File: src/pkg/sasr_consts.svh
// constants for the serial receiver: register offsets, field positions,
// reset values and bit-timing counts.
// assumes a byte-addressed apb map, one 32-bit word per register.
`ifndef SASR_CONSTS_SVH
`define SASR_CONSTS_SVH

// ----------------------------------------------------------------
// register offsets
// ----------------------------------------------------------------
`define SASR_OFF_CTRL 8'h00
`define SASR_OFF_MATCH 8'h04
`define SASR_OFF_HOLD 8'h08
`define SASR_OFF_STATUS 8'h0c
`define SASR_OFF_CLEAR 8'h10

// ----------------------------------------------------------------
// field positions and widths
// ----------------------------------------------------------------
`define SASR_CTRL_W 7
`define SASR_FLAGS_W 5
`define SASR_CLR_READY_BIT 0
`define SASR_CLR_ERR_BIT 1

// ----------------------------------------------------------------
// reset values
// ----------------------------------------------------------------
`define SASR_CTRL_RST 7'h00
`define SASR_HOLD_RST 8'hff
`define SASR_MATCH_RST 8'h00
`define SASR_FLAGS_RST 5'h00

// ----------------------------------------------------------------
// bit timing, in receive clock falls less one
// ----------------------------------------------------------------
`define SASR_DIVM1_1X 6'h00
`define SASR_DIVM1_16X 6'h0f
`define SASR_DIVM1_32X 6'h1f
`define SASR_DIVM1_64X 6'h3f

`endif

File: src/pkg/sasr_pkg.sv
// types shared by the serial receiver.
// assumes nothing beyond a systemverilog compiler.
package sasr_pkg;

    // ----------------------------------------------------------------
    // control latch and flag group
    // ----------------------------------------------------------------
    typedef struct packed {
        logic mode_sel_hi;
        logic mode_sel_mid;
        logic mode_sel_lo;
        logic char_len_sel_hi;
        logic char_len_sel_lo;
        logic parity_inhibit;
        logic even_parity_sel;
    } sasr_ctrl_t;

    typedef struct packed {
        logic match_hit;
        logic overrun;
        logic framing_err;
        logic parity_err;
        logic rx_data_ready;
    } sasr_flags_t;

    // ----------------------------------------------------------------
    // receiver states
    // ----------------------------------------------------------------
    typedef enum logic [5:0] {
        SASR_IDLE = 6'b000001,
        SASR_START = 6'b000010,
        SASR_DATA = 6'b000100,
        SASR_PAR = 6'b001000,
        SASR_STOP = 6'b010000,
        SASR_HUNT = 6'b100000
    } sasr_state_t;

endpackage

File: src/logic/sasr_receiver.sv
// serial receiver, sync and async/isoc framing, apb register access.
// assumes rx_clk, serial_in and sync_search are synchronous to pclk and
// rx_clk runs well below pclk so each of its falls is seen.
`timescale 1ns/1ns
`include "sasr_consts.svh"

module sasr_receiver #(
    parameter int ADDR_W = 8
) (
    // apb slave
    input wire logic pclk,
    input wire logic presetn,
    input wire logic psel,
    input wire logic penable,
    input wire logic pwrite,
    input wire logic [ADDR_W-1:0] paddr,
    input wire logic [31:0] pwdata,
    output logic [31:0] prdata,
    output logic pready,
    output logic pslverr,
    // device control
    input wire logic master_rst,
    input wire logic chip_disable,
    // serial side
    input wire logic rx_clk,
    input wire logic serial_in,
    input wire logic sync_search,
    // bus-side three-state outputs
    output logic [7:0] hold_data,
    output logic hold_oe,
    output sasr_pkg::sasr_flags_t flags,
    output logic flags_oe
);
    import sasr_pkg::*;

    // ----------------------------------------------------------------
    // state
    // ----------------------------------------------------------------
    sasr_ctrl_t ctrl_ff;
    sasr_flags_t flags_ff;
    sasr_state_t st_ff;
    sasr_state_t nxt_st;
    logic [7:0] match_ff;
    logic [7:0] hold_ff;
    logic [7:0] sh_ff;
    logic [7:0] nxt_sh;
    logic [5:0] cnt_ff;
    logic [2:0] bits_ff;
    logic par_ff;
    logic rx_clk_ff;
    logic line_ff;

    // ----------------------------------------------------------------
    // decode
    // ----------------------------------------------------------------
    logic rx_fall;
    logic sync_mode;
    logic [5:0] div_m1;
    logic [5:0] half_m1;
    logic [2:0] len_m1;
    logic [1:0] len_sel;
    logic bit_due;
    logic half_due;
    logic start_edge;
    logic wr;
    logic wr_ctrl;
    logic wr_match;
    logic clr_ready;
    logic clr_err;
    logic xfer;
    logic hunt_hit;
    logic [7:0] xfer_data;
    logic xfer_par;
    logic xfer_perr;
    logic xfer_ferr;
    logic xfer_match;

    function automatic logic [7:0] align(input logic [7:0] v,
                                         input logic [1:0] ls);
        return v >> (2'd3 - ls);
    endfunction

    function automatic logic [7:0] lenmask(input logic [1:0] ls);
        return 8'hff >> (2'd3 - ls);
    endfunction

    assign len_sel = {ctrl_ff.char_len_sel_hi, ctrl_ff.char_len_sel_lo};
    assign len_m1 = 3'h4 + {1'b0, len_sel};
    assign sync_mode = ctrl_ff.mode_sel_hi;
    assign rx_fall = rx_clk_ff && !rx_clk;

    always_comb begin
        unique case ({ctrl_ff.mode_sel_mid, ctrl_ff.mode_sel_lo})
            2'b00: div_m1 = `SASR_DIVM1_1X;
            2'b01: div_m1 = `SASR_DIVM1_16X;
            2'b10: div_m1 = `SASR_DIVM1_32X;
            2'b11: div_m1 = `SASR_DIVM1_64X;
        endcase
    end
    assign half_m1 = div_m1 >> 1;

    // sync mode takes a bit on every fall; async waits a full bit time
    assign bit_due = rx_fall && (sync_mode || cnt_ff == div_m1);
    assign half_due = rx_fall && cnt_ff == half_m1;
    assign start_edge = rx_fall && line_ff && !serial_in;

    // ----------------------------------------------------------------
    // apb slave: zero wait states, unmapped offsets flag an error
    // ----------------------------------------------------------------
    logic mapped;
    assign mapped = paddr == `SASR_OFF_CTRL || paddr == `SASR_OFF_MATCH
        || paddr == `SASR_OFF_HOLD || paddr == `SASR_OFF_STATUS
        || paddr == `SASR_OFF_CLEAR;
    assign pready = 1'b1;
    assign pslverr = psel && penable && !mapped;
    assign wr = psel && penable && pwrite && !chip_disable;
    assign wr_ctrl = wr && paddr == `SASR_OFF_CTRL;
    assign wr_match = wr && paddr == `SASR_OFF_MATCH;
    assign clr_ready = wr && paddr == `SASR_OFF_CLEAR
        && pwdata[`SASR_CLR_READY_BIT];
    assign clr_err = wr && paddr == `SASR_OFF_CLEAR
        && pwdata[`SASR_CLR_ERR_BIT];

    always_comb begin
        prdata = 32'h0000_0000;
        unique case (paddr)
            `SASR_OFF_CTRL: prdata[`SASR_CTRL_W-1:0] = ctrl_ff;
            `SASR_OFF_MATCH: prdata[7:0] = match_ff;
            `SASR_OFF_HOLD: prdata[7:0] = hold_ff;
            `SASR_OFF_STATUS: prdata[`SASR_FLAGS_W-1:0] = flags_ff;
            default: prdata = 32'h0000_0000;
        endcase
    end

    // ----------------------------------------------------------------
    // control and match latches
    // ----------------------------------------------------------------
    always_ff @(posedge pclk or negedge presetn) begin
        if (!presetn) begin
            ctrl_ff <= `SASR_CTRL_RST;
        end else if (master_rst) begin
            ctrl_ff <= `SASR_CTRL_RST;
        end else if (wr_ctrl) begin
            ctrl_ff <= pwdata[`SASR_CTRL_W-1:0];
        end
    end

    always_ff @(posedge pclk or negedge presetn) begin
        if (!presetn) begin
            match_ff <= `SASR_MATCH_RST;
        end else if (master_rst) begin
            match_ff <= `SASR_MATCH_RST;
        end else if (wr_match) begin
            match_ff <= pwdata[7:0];
        end
    end

    // ----------------------------------------------------------------
    // line sampling on receive clock falls
    // ----------------------------------------------------------------
    always_ff @(posedge pclk or negedge presetn) begin
        if (!presetn) begin
            rx_clk_ff <= 1'b1;
            line_ff <= 1'b1;
        end else begin
            rx_clk_ff <= rx_clk;
            if (rx_fall) begin
                line_ff <= serial_in;
            end
        end
    end

    // ----------------------------------------------------------------
    // transfer bookkeeping
    // ----------------------------------------------------------------
    // a sync char without parity ends on its last data bit, so the
    // comparison must see the bit being shifted in this cycle
    assign nxt_sh = {serial_in, sh_ff[7:1]};
    assign xfer_data = align((st_ff == SASR_DATA) ? nxt_sh : sh_ff, len_sel)
        & lenmask(len_sel);
    assign xfer_par = (st_ff == SASR_PAR) ? serial_in : par_ff;
    assign xfer_perr = !ctrl_ff.parity_inhibit
        && ((^xfer_data) ^ xfer_par ^ !ctrl_ff.even_parity_sel);
    assign xfer_ferr = !sync_mode && !serial_in;
    assign xfer_match = xfer_data == (match_ff & lenmask(len_sel));
    assign hunt_hit = ctrl_ff.mode_sel_lo
        ? (align(nxt_sh, len_sel) & lenmask(len_sel))
          == (match_ff & lenmask(len_sel))
        : sync_search;

    // ----------------------------------------------------------------
    // framing state machine
    // ----------------------------------------------------------------
    always_comb begin
        nxt_st = st_ff;
        xfer = 1'b0;
        unique case (st_ff)
            SASR_IDLE: begin
                if (sync_mode) begin
                    nxt_st = SASR_HUNT;
                end else if (start_edge) begin
                    // 1x has no half bit to wait for: no noise check
                    nxt_st = (div_m1 == `SASR_DIVM1_1X)
                        ? SASR_DATA : SASR_START;
                end
            end
            SASR_START: begin
                if (half_due) begin
                    nxt_st = serial_in ? SASR_IDLE : SASR_DATA;
                end
            end
            SASR_DATA: begin
                if (bit_due && bits_ff == len_m1) begin
                    if (!ctrl_ff.parity_inhibit) begin
                        nxt_st = SASR_PAR;
                    end else if (sync_mode) begin
                        xfer = 1'b1;
                    end else begin
                        nxt_st = SASR_STOP;
                    end
                end
            end
            SASR_PAR: begin
                if (bit_due) begin
                    nxt_st = sync_mode ? SASR_DATA : SASR_STOP;
                    xfer = sync_mode;
                end
            end
            SASR_STOP: begin
                if (bit_due) begin
                    nxt_st = SASR_IDLE;
                    xfer = 1'b1;
                end
            end
            SASR_HUNT: begin
                if (rx_fall && hunt_hit) begin
                    nxt_st = SASR_DATA;
                end
            end
            default: nxt_st = SASR_IDLE;
        endcase
        // with the external framer, losing sync_search drops framing and reopens the hunt
        if (sync_mode && !sync_search && !ctrl_ff.mode_sel_lo
            && st_ff != SASR_HUNT) begin
            nxt_st = SASR_HUNT;
            xfer = 1'b0;
        end
    end

    always_ff @(posedge pclk or negedge presetn) begin
        if (!presetn) begin
            st_ff <= SASR_IDLE;
        end else if (master_rst || wr_ctrl) begin
            st_ff <= SASR_IDLE;
        end else begin
            st_ff <= nxt_st;
        end
    end

    // bit timer counts from the start edge, restarts at mid start bit and after every bit
    always_ff @(posedge pclk or negedge presetn) begin
        if (!presetn) begin
            cnt_ff <= 6'h00;
        end else if (master_rst || st_ff == SASR_IDLE) begin
            cnt_ff <= 6'h00;
        end else if (st_ff == SASR_START && half_due) begin
            cnt_ff <= 6'h00;
        end else if (bit_due) begin
            cnt_ff <= 6'h00;
        end else if (rx_fall) begin
            cnt_ff <= cnt_ff + 6'h01;
        end
    end

    always_ff @(posedge pclk or negedge presetn) begin
        if (!presetn) begin
            sh_ff <= 8'h00;
            bits_ff <= 3'h0;
            par_ff <= 1'b0;
        end else if (master_rst) begin
            sh_ff <= 8'h00;
            bits_ff <= 3'h0;
            par_ff <= 1'b0;
        end else begin
            if ((st_ff == SASR_DATA && bit_due)
                || (st_ff == SASR_HUNT && rx_fall)) begin
                sh_ff <= nxt_sh;
            end
            if (st_ff == SASR_PAR && bit_due) begin
                par_ff <= serial_in;
            end
            if (st_ff == SASR_DATA && bit_due) begin
                bits_ff <= (bits_ff == len_m1) ? 3'h0 : bits_ff + 3'h1;
            end else if (st_ff != SASR_DATA) begin
                bits_ff <= 3'h0;
            end
        end
    end

    // ----------------------------------------------------------------
    // holding buffer and flags
    // ----------------------------------------------------------------
    always_ff @(posedge pclk or negedge presetn) begin
        if (!presetn) begin
            hold_ff <= `SASR_HOLD_RST;
        end else if (master_rst) begin
            hold_ff <= `SASR_HOLD_RST;
        end else if (xfer) begin
            hold_ff <= xfer_data;
        end else if (st_ff == SASR_HUNT && rx_fall) begin
            // transparent while hunting for sync
            hold_ff <= align(nxt_sh, len_sel) & lenmask(len_sel);
        end
    end

    // hardware set wins over a software clear in the same cycle
    always_ff @(posedge pclk or negedge presetn) begin
        if (!presetn) begin
            flags_ff <= `SASR_FLAGS_RST;
        end else if (master_rst) begin
            flags_ff <= `SASR_FLAGS_RST;
        end else if (xfer) begin
            flags_ff.rx_data_ready <= 1'b1;
            flags_ff.overrun <= flags_ff.rx_data_ready
                || (flags_ff.overrun && !clr_err);
            flags_ff.parity_err <= xfer_perr
                || (flags_ff.parity_err && !clr_err);
            flags_ff.framing_err <= xfer_ferr;
            flags_ff.match_hit <= xfer_match;
        end else begin
            if (clr_ready) begin
                flags_ff.rx_data_ready <= 1'b0;
            end
            if (clr_err) begin
                flags_ff.parity_err <= 1'b0;
                flags_ff.overrun <= 1'b0;
            end
            if (st_ff == SASR_HUNT && rx_fall && hunt_hit
                && ctrl_ff.mode_sel_lo) begin
                flags_ff.match_hit <= 1'b1;
            end
        end
    end

    assign hold_data = hold_ff;
    assign flags = flags_ff;
    assign hold_oe = !chip_disable;
    assign flags_oe = !chip_disable;
endmodule

File: config.mk
export PLATFORM = sky130hd
export DESIGN_NAME = sasr_receiver
export DESIGN_NICKNAME = d
export VERILOG_FILES = /design/src/pkg/sasr_pkg.sv /design/src/logic/sasr_receiver.sv
export VERILOG_INCLUDE_DIRS = /design/src /design/src/pkg
export SDC_FILE = /design/constraint.sdc
export NUM_CORES = 1
export LEC_CHECK = 0
export BUFFER_PORTS_ARGS = -buffer_cell sky130_fd_sc_hd__buf_2
export CORE_ASPECT_RATIO = 1.25
export CORE_MARGIN = 4
export CORE_UTILIZATION = 54
export CTS_BUF_LIST = sky130_fd_sc_hd__clkbuf_4 sky130_fd_sc_hd__clkbuf_8
export DETAILED_ROUTE_END_ITERATION = 6
export PLACE_DENSITY_LB_ADDON = 0.2
export SYNTH_ARGS = -nofsm -noshare
export SYNTH_HDL_FRONTEND = slang
export SYNTH_SLANG_ARGS = --single-unit
File: constraint.sdc
create_clock -name pclk -period 3.45 [get_ports pclk]
set_clock_uncertainty 0.1 [all_clocks]
set_input_delay 0.5175 -clock pclk [delete_from_list [all_inputs] [get_ports pclk]]
set_output_delay 0.5175 -clock pclk [all_outputs]
set_load 0.01 [all_outputs]
==> results.tsv <==
stage	metric	value	unit
run_status	outcome	finished clean	
finish	Fill cells	663	
critical_path	CP max stage cell	or4_4	
critical_path	CP Cell Sequence	or4_4 > nor2_8 > mux2i_1 > mux2i_1 > mux2i_1 > xnor3_1 > xnor3_1 > o31ai_2	
grt	global-route wire length before repair	16880	um
floorplanning	Rows	35	
clock_network	CTS tree	yes	
timing	Worst slew margin	0.4322	
routing	Avg Vias per Cell	5.853	
grt	pin count of the biggest net entering global routing	27	
floorplanning	Die W	85.53	um
clock_network	H-Tree Depth	2	
finish	Nets	551	
timing	final setup fails	0	
routing	DRC Markers	0	
finish	share of layout cells above drive strength 1	0.2240	
synth	register area share after synthesis	0.3364	
synth	predominant post-synthesis flop cell	dfrtp_1	
flow_run	MaxCap Viol Count	0	
clock_network	PostCTS Resize Cnt	0	
clock_network	CTS Buf Count	5	
routing	Starting DRT DRC Count	164	
clock_network	clock latency on the worst-skew pair	0.31	ns
timing	crit share post-route	0.9265	
placement	RePlAce Congestion	0.8801	
critical_path	CP Launch Point	st_ff[1]	
placement	PortBufs	49	
critical_path	worst-case reg-to-reg path depth	8	
clock_network	setup bufs post-CTS	0	
synth	ys async rst share	1.000	
synth	register bit total from synthesis	54	
critical_path	CP endpoint kind	flip-flop	
timing	Slew Limit Fails	0	
critical_path	critical path capture point	flags[1]	
routing	TritonRoute pass-1 iters	5	
critical_path	slowest stage delay, CP	0.62	ns
timing	minimum clock period	3.197	ns
floorplanning	Die Area	8973	um^2
grt	vias in the first global route	3383	
floorplanning	IO Pins	99	
min_path	HP Class	primary input to asynchronous set/reset pin	
routing	wire length per cell	17.47	um
timing	Least-Margin Pin Slew	0.8398	ns
clock_network	Root Driver	clkbuf_8	
critical_path	CP Class	flip-flop to flip-flop	
critical_path	CP max FO	6	
placement	hpwl dp	7936	um
clock_network	hold_buf cts	0	
grt	Congestion Overflow GR	0	
grt	GRT Overall Usage	0.2328	
finish	Synth-to-Final Area Change	9.960	%
finish	n_diodes	0	
pwr	Worst VDD drop	0.0002353	V
timing	Setup TNS Final	0	ns
critical_path	worst reg2reg path startpoint	st_ff[1]	
routing	routed vias	3465	
synth	Post-synth EDFFs	0	
floorplanning	Die Y-Extent	104.9	um
clock_network	CTS sink count	54	
clock_network	Reg clk slew, reported paths	0.11	ns
critical_path	reg2reg end	flags[1]	
routing	post-route ant nets	0	
floorplanning	Initial Util	0.5515	
grt	antenna violations before repair	0	
critical_path	Worst Path Arrival	3.32	ns
pwr	PwrDens	350.8	nW/um^2
synth	Post-Syn Area	4058	um^2
critical_path	Reg2Reg Setup Slack	0.25	ns
critical_path	worst endpoint required time	3.57	ns
clock_network	deepest clock path buffer count	2	
synth	Syn Area/Cell	8.957	um^2
synth	Post-Synthesis Cells	453	
synth	Syn. warnings	0	
routing	final WL	10340	um
critical_path	Critical Path Start Type	flip-flop	
critical_path	most used cell, CP	mux2i_1	
synth	Distinct cells, synth	62	
timing	Max Freq	0.3128	GHz
placement	Placed Instance Area	4348	um^2
timing	unrepaired setup endpoints after global routing	no	
timing	Fin. Hold Viols	0	
floorplanning	core area	7357	um^2
timing	Hold WS	0.09440	ns
finish	Design Area, Final	4462	um^2
pwr	leakage power	1.942	nW
==> kinds of logic (layout without fill, tap and decap cells) <==
family	after synthesis	after routing	synth area share
adder cells (fa/ha/maj)	2	2	0.006166
multiplexers	47	47	0.1517
flip-flops	54	54	0.3364
XOR/XNOR	30	30	0.07154
AND/OR/NAND/NOR	163	163	0.2038
AO/OA/AOI/OAI	86	86	0.1400
buffers and inverters	69	93	0.08849
other	2	25	0.001851
==> power breakdown <==
part | internal [mW] | switching, mW | total, mW | leakage, nW
sequential | 0.658 | 0.0298 | 0.687 | 0.714
clock | 0.225 | 0.214 | 0.439 | 0.0548
combinational | 0.176 | 0.263 | 0.439 | 1.17
==> final cells by class <==
cell class | count | area, um^2 | share of cell area
multi-input cells | 353 | 2420 | 0.5423
flip-flops and latches | 54 | 1365 | 0.3059
repair buffers | 67 | 380.4 | 0.08525
well taps | 92 | 115.1 | 0.02580
clock buffers | 6 | 76.32 | 0.01711
inverters | 18 | 67.56 | 0.01514
clock inverters | 2 | 37.54 | 0.008413
==> cells in the mapped netlist, types with 3 or more instances <==
cell | instances | area share
mux4_2 | 11 | 0.061
dfrtp_1 | 43 | 0.27
or3_1 | 4 | 0.0062
nor3_1 | 6 | 0.0074
and3_1 | 4 | 0.0062
a21oi_1 | 17 | 0.021
clkbuf_1 | 22 | 0.020
a22o_1 | 4 | 0.0086
nor2b_1 | 9 | 0.014
or4_1 | 3 | 0.0056
inv_1 | 18 | 0.017
nand3_1 | 18 | 0.022
xor2_1 | 15 | 0.032
mux2i_1 | 30 | 0.074
xnor2_1 | 13 | 0.028
o21ai_0 | 27 | 0.033
nand4_1 | 3 | 0.0046
nand3b_1 | 3 | 0.0056
mux2_2 | 6 | 0.017
a2111oi_0 | 3 | 0.0065
nand2b_1 | 10 | 0.015
a211oi_1 | 4 | 0.0074
buf_4 | 26 | 0.048
o211ai_1 | 3 | 0.0056
nand2_1 | 42 | 0.039
nor2_1 | 47 | 0.043
dfstp_2 | 11 | 0.071
a21o_1 | 6 | 0.011
a22oi_1 | 4 | 0.0074
nor4_1 | 3 | 0.0046
==> through the flow <==
stage | power (mW) | cells | util | setup slack, ns
floorplan | 1.028 | 476 | - | 0.4607
global placement | 1.126 | 584 | 0.5910 | 0.3271
detailed placement | 1.131 | 584 | 0.5910 | 0.2602
CTS | 1.571 | 592 | 0.6065 | 0.2641
global route | 1.632 | 592 | 0.6065 | 0.06823
finish | 1.565 | 592 | 0.6065 | 0.2535
==> sequential cells by signal (all words and copies together), names as in the netlist <==
| name | cells |
|---|---|
| rx_clk_ff | 1 |
| line_ff | 1 |
| sync_mode | 1 |
| ctrl_ff | 6 |
| st_ff | 6 |
| match_ff | 8 |
| hold_data | 8 |
| bits_ff | 3 |
| par_ff | 1 |
| flags | 5 |
| cnt_ff | 6 |
| sh_ff | 8 |
==> metal layers <==
layer  routed length, um  global-route usage  vias to the layer above  part of all wire
li1                    -                   -                     1641                 -
met1                4167              0.2864                     1681              0.40
met2                5423              0.4106                      119              0.52
met3                 457             0.03076                       24             0.044
met4                 295             0.08484                        0             0.029
met5                   0                   0                        -                 0
==> cells in the final DEF, fill, tap and decap left out, types with 2 or more instances in the layout <==
cell type,synthesis,layout
nor2_1,47,47
or4_1,3,3
nand3_1,18,18
a22o_1,4,4
mux4_2,11,11
nand2b_1,10,10
xor2_1,15,15
a22oi_1,4,4
xnor3_1,2,2
mux2_2,6,6
nor4_1,3,3
o21ai_0,27,27
or3_1,4,4
dfrtp_1,43,43
xnor2_1,13,13
dfstp_2,11,11
nand3b_1,3,3
o32ai_1,2,2
nand4_1,3,3
a211oi_1,4,4
nor3_1,6,6
nor2b_1,9,9
nand2_1,42,42
o21a_1,2,2
buf_4,26,18
mux2i_1,30,30
buf_2,1,49
a2111oi_0,3,3
conb_1,2,25
a21oi_1,17,17
ha_1,2,2
a21o_1,6,6
clkbuf_8,0,5
o22ai_1,2,2
inv_1,18,18
o211ai_1,3,3
and3_1,4,4
==> worst max-delay path: cells and delay by family, from the launching register on <==
kind,cells,cell delay (ns)
AO/OA/AOI/OAI,1,0.19
multiplexers,3,0.72
XOR/XNOR,2,0.85
flip-flops,1,0.44
AND/OR/NAND/NOR,2,0.82
==> worst min-delay path by stage <==
stage | start | to | cells after the start
after floorplan | presetn | bits_ff[0] | 0
after CTS | presetn | cnt_ff[0] | 1
final | presetn | cnt_ff[0] | 1
after global placement | line_ff | line_ff | 2
after detailed placement | line_ff | line_ff | 2
after global routing | presetn | sh_ff[5] | 1
(Power assumes the default switching activity.)
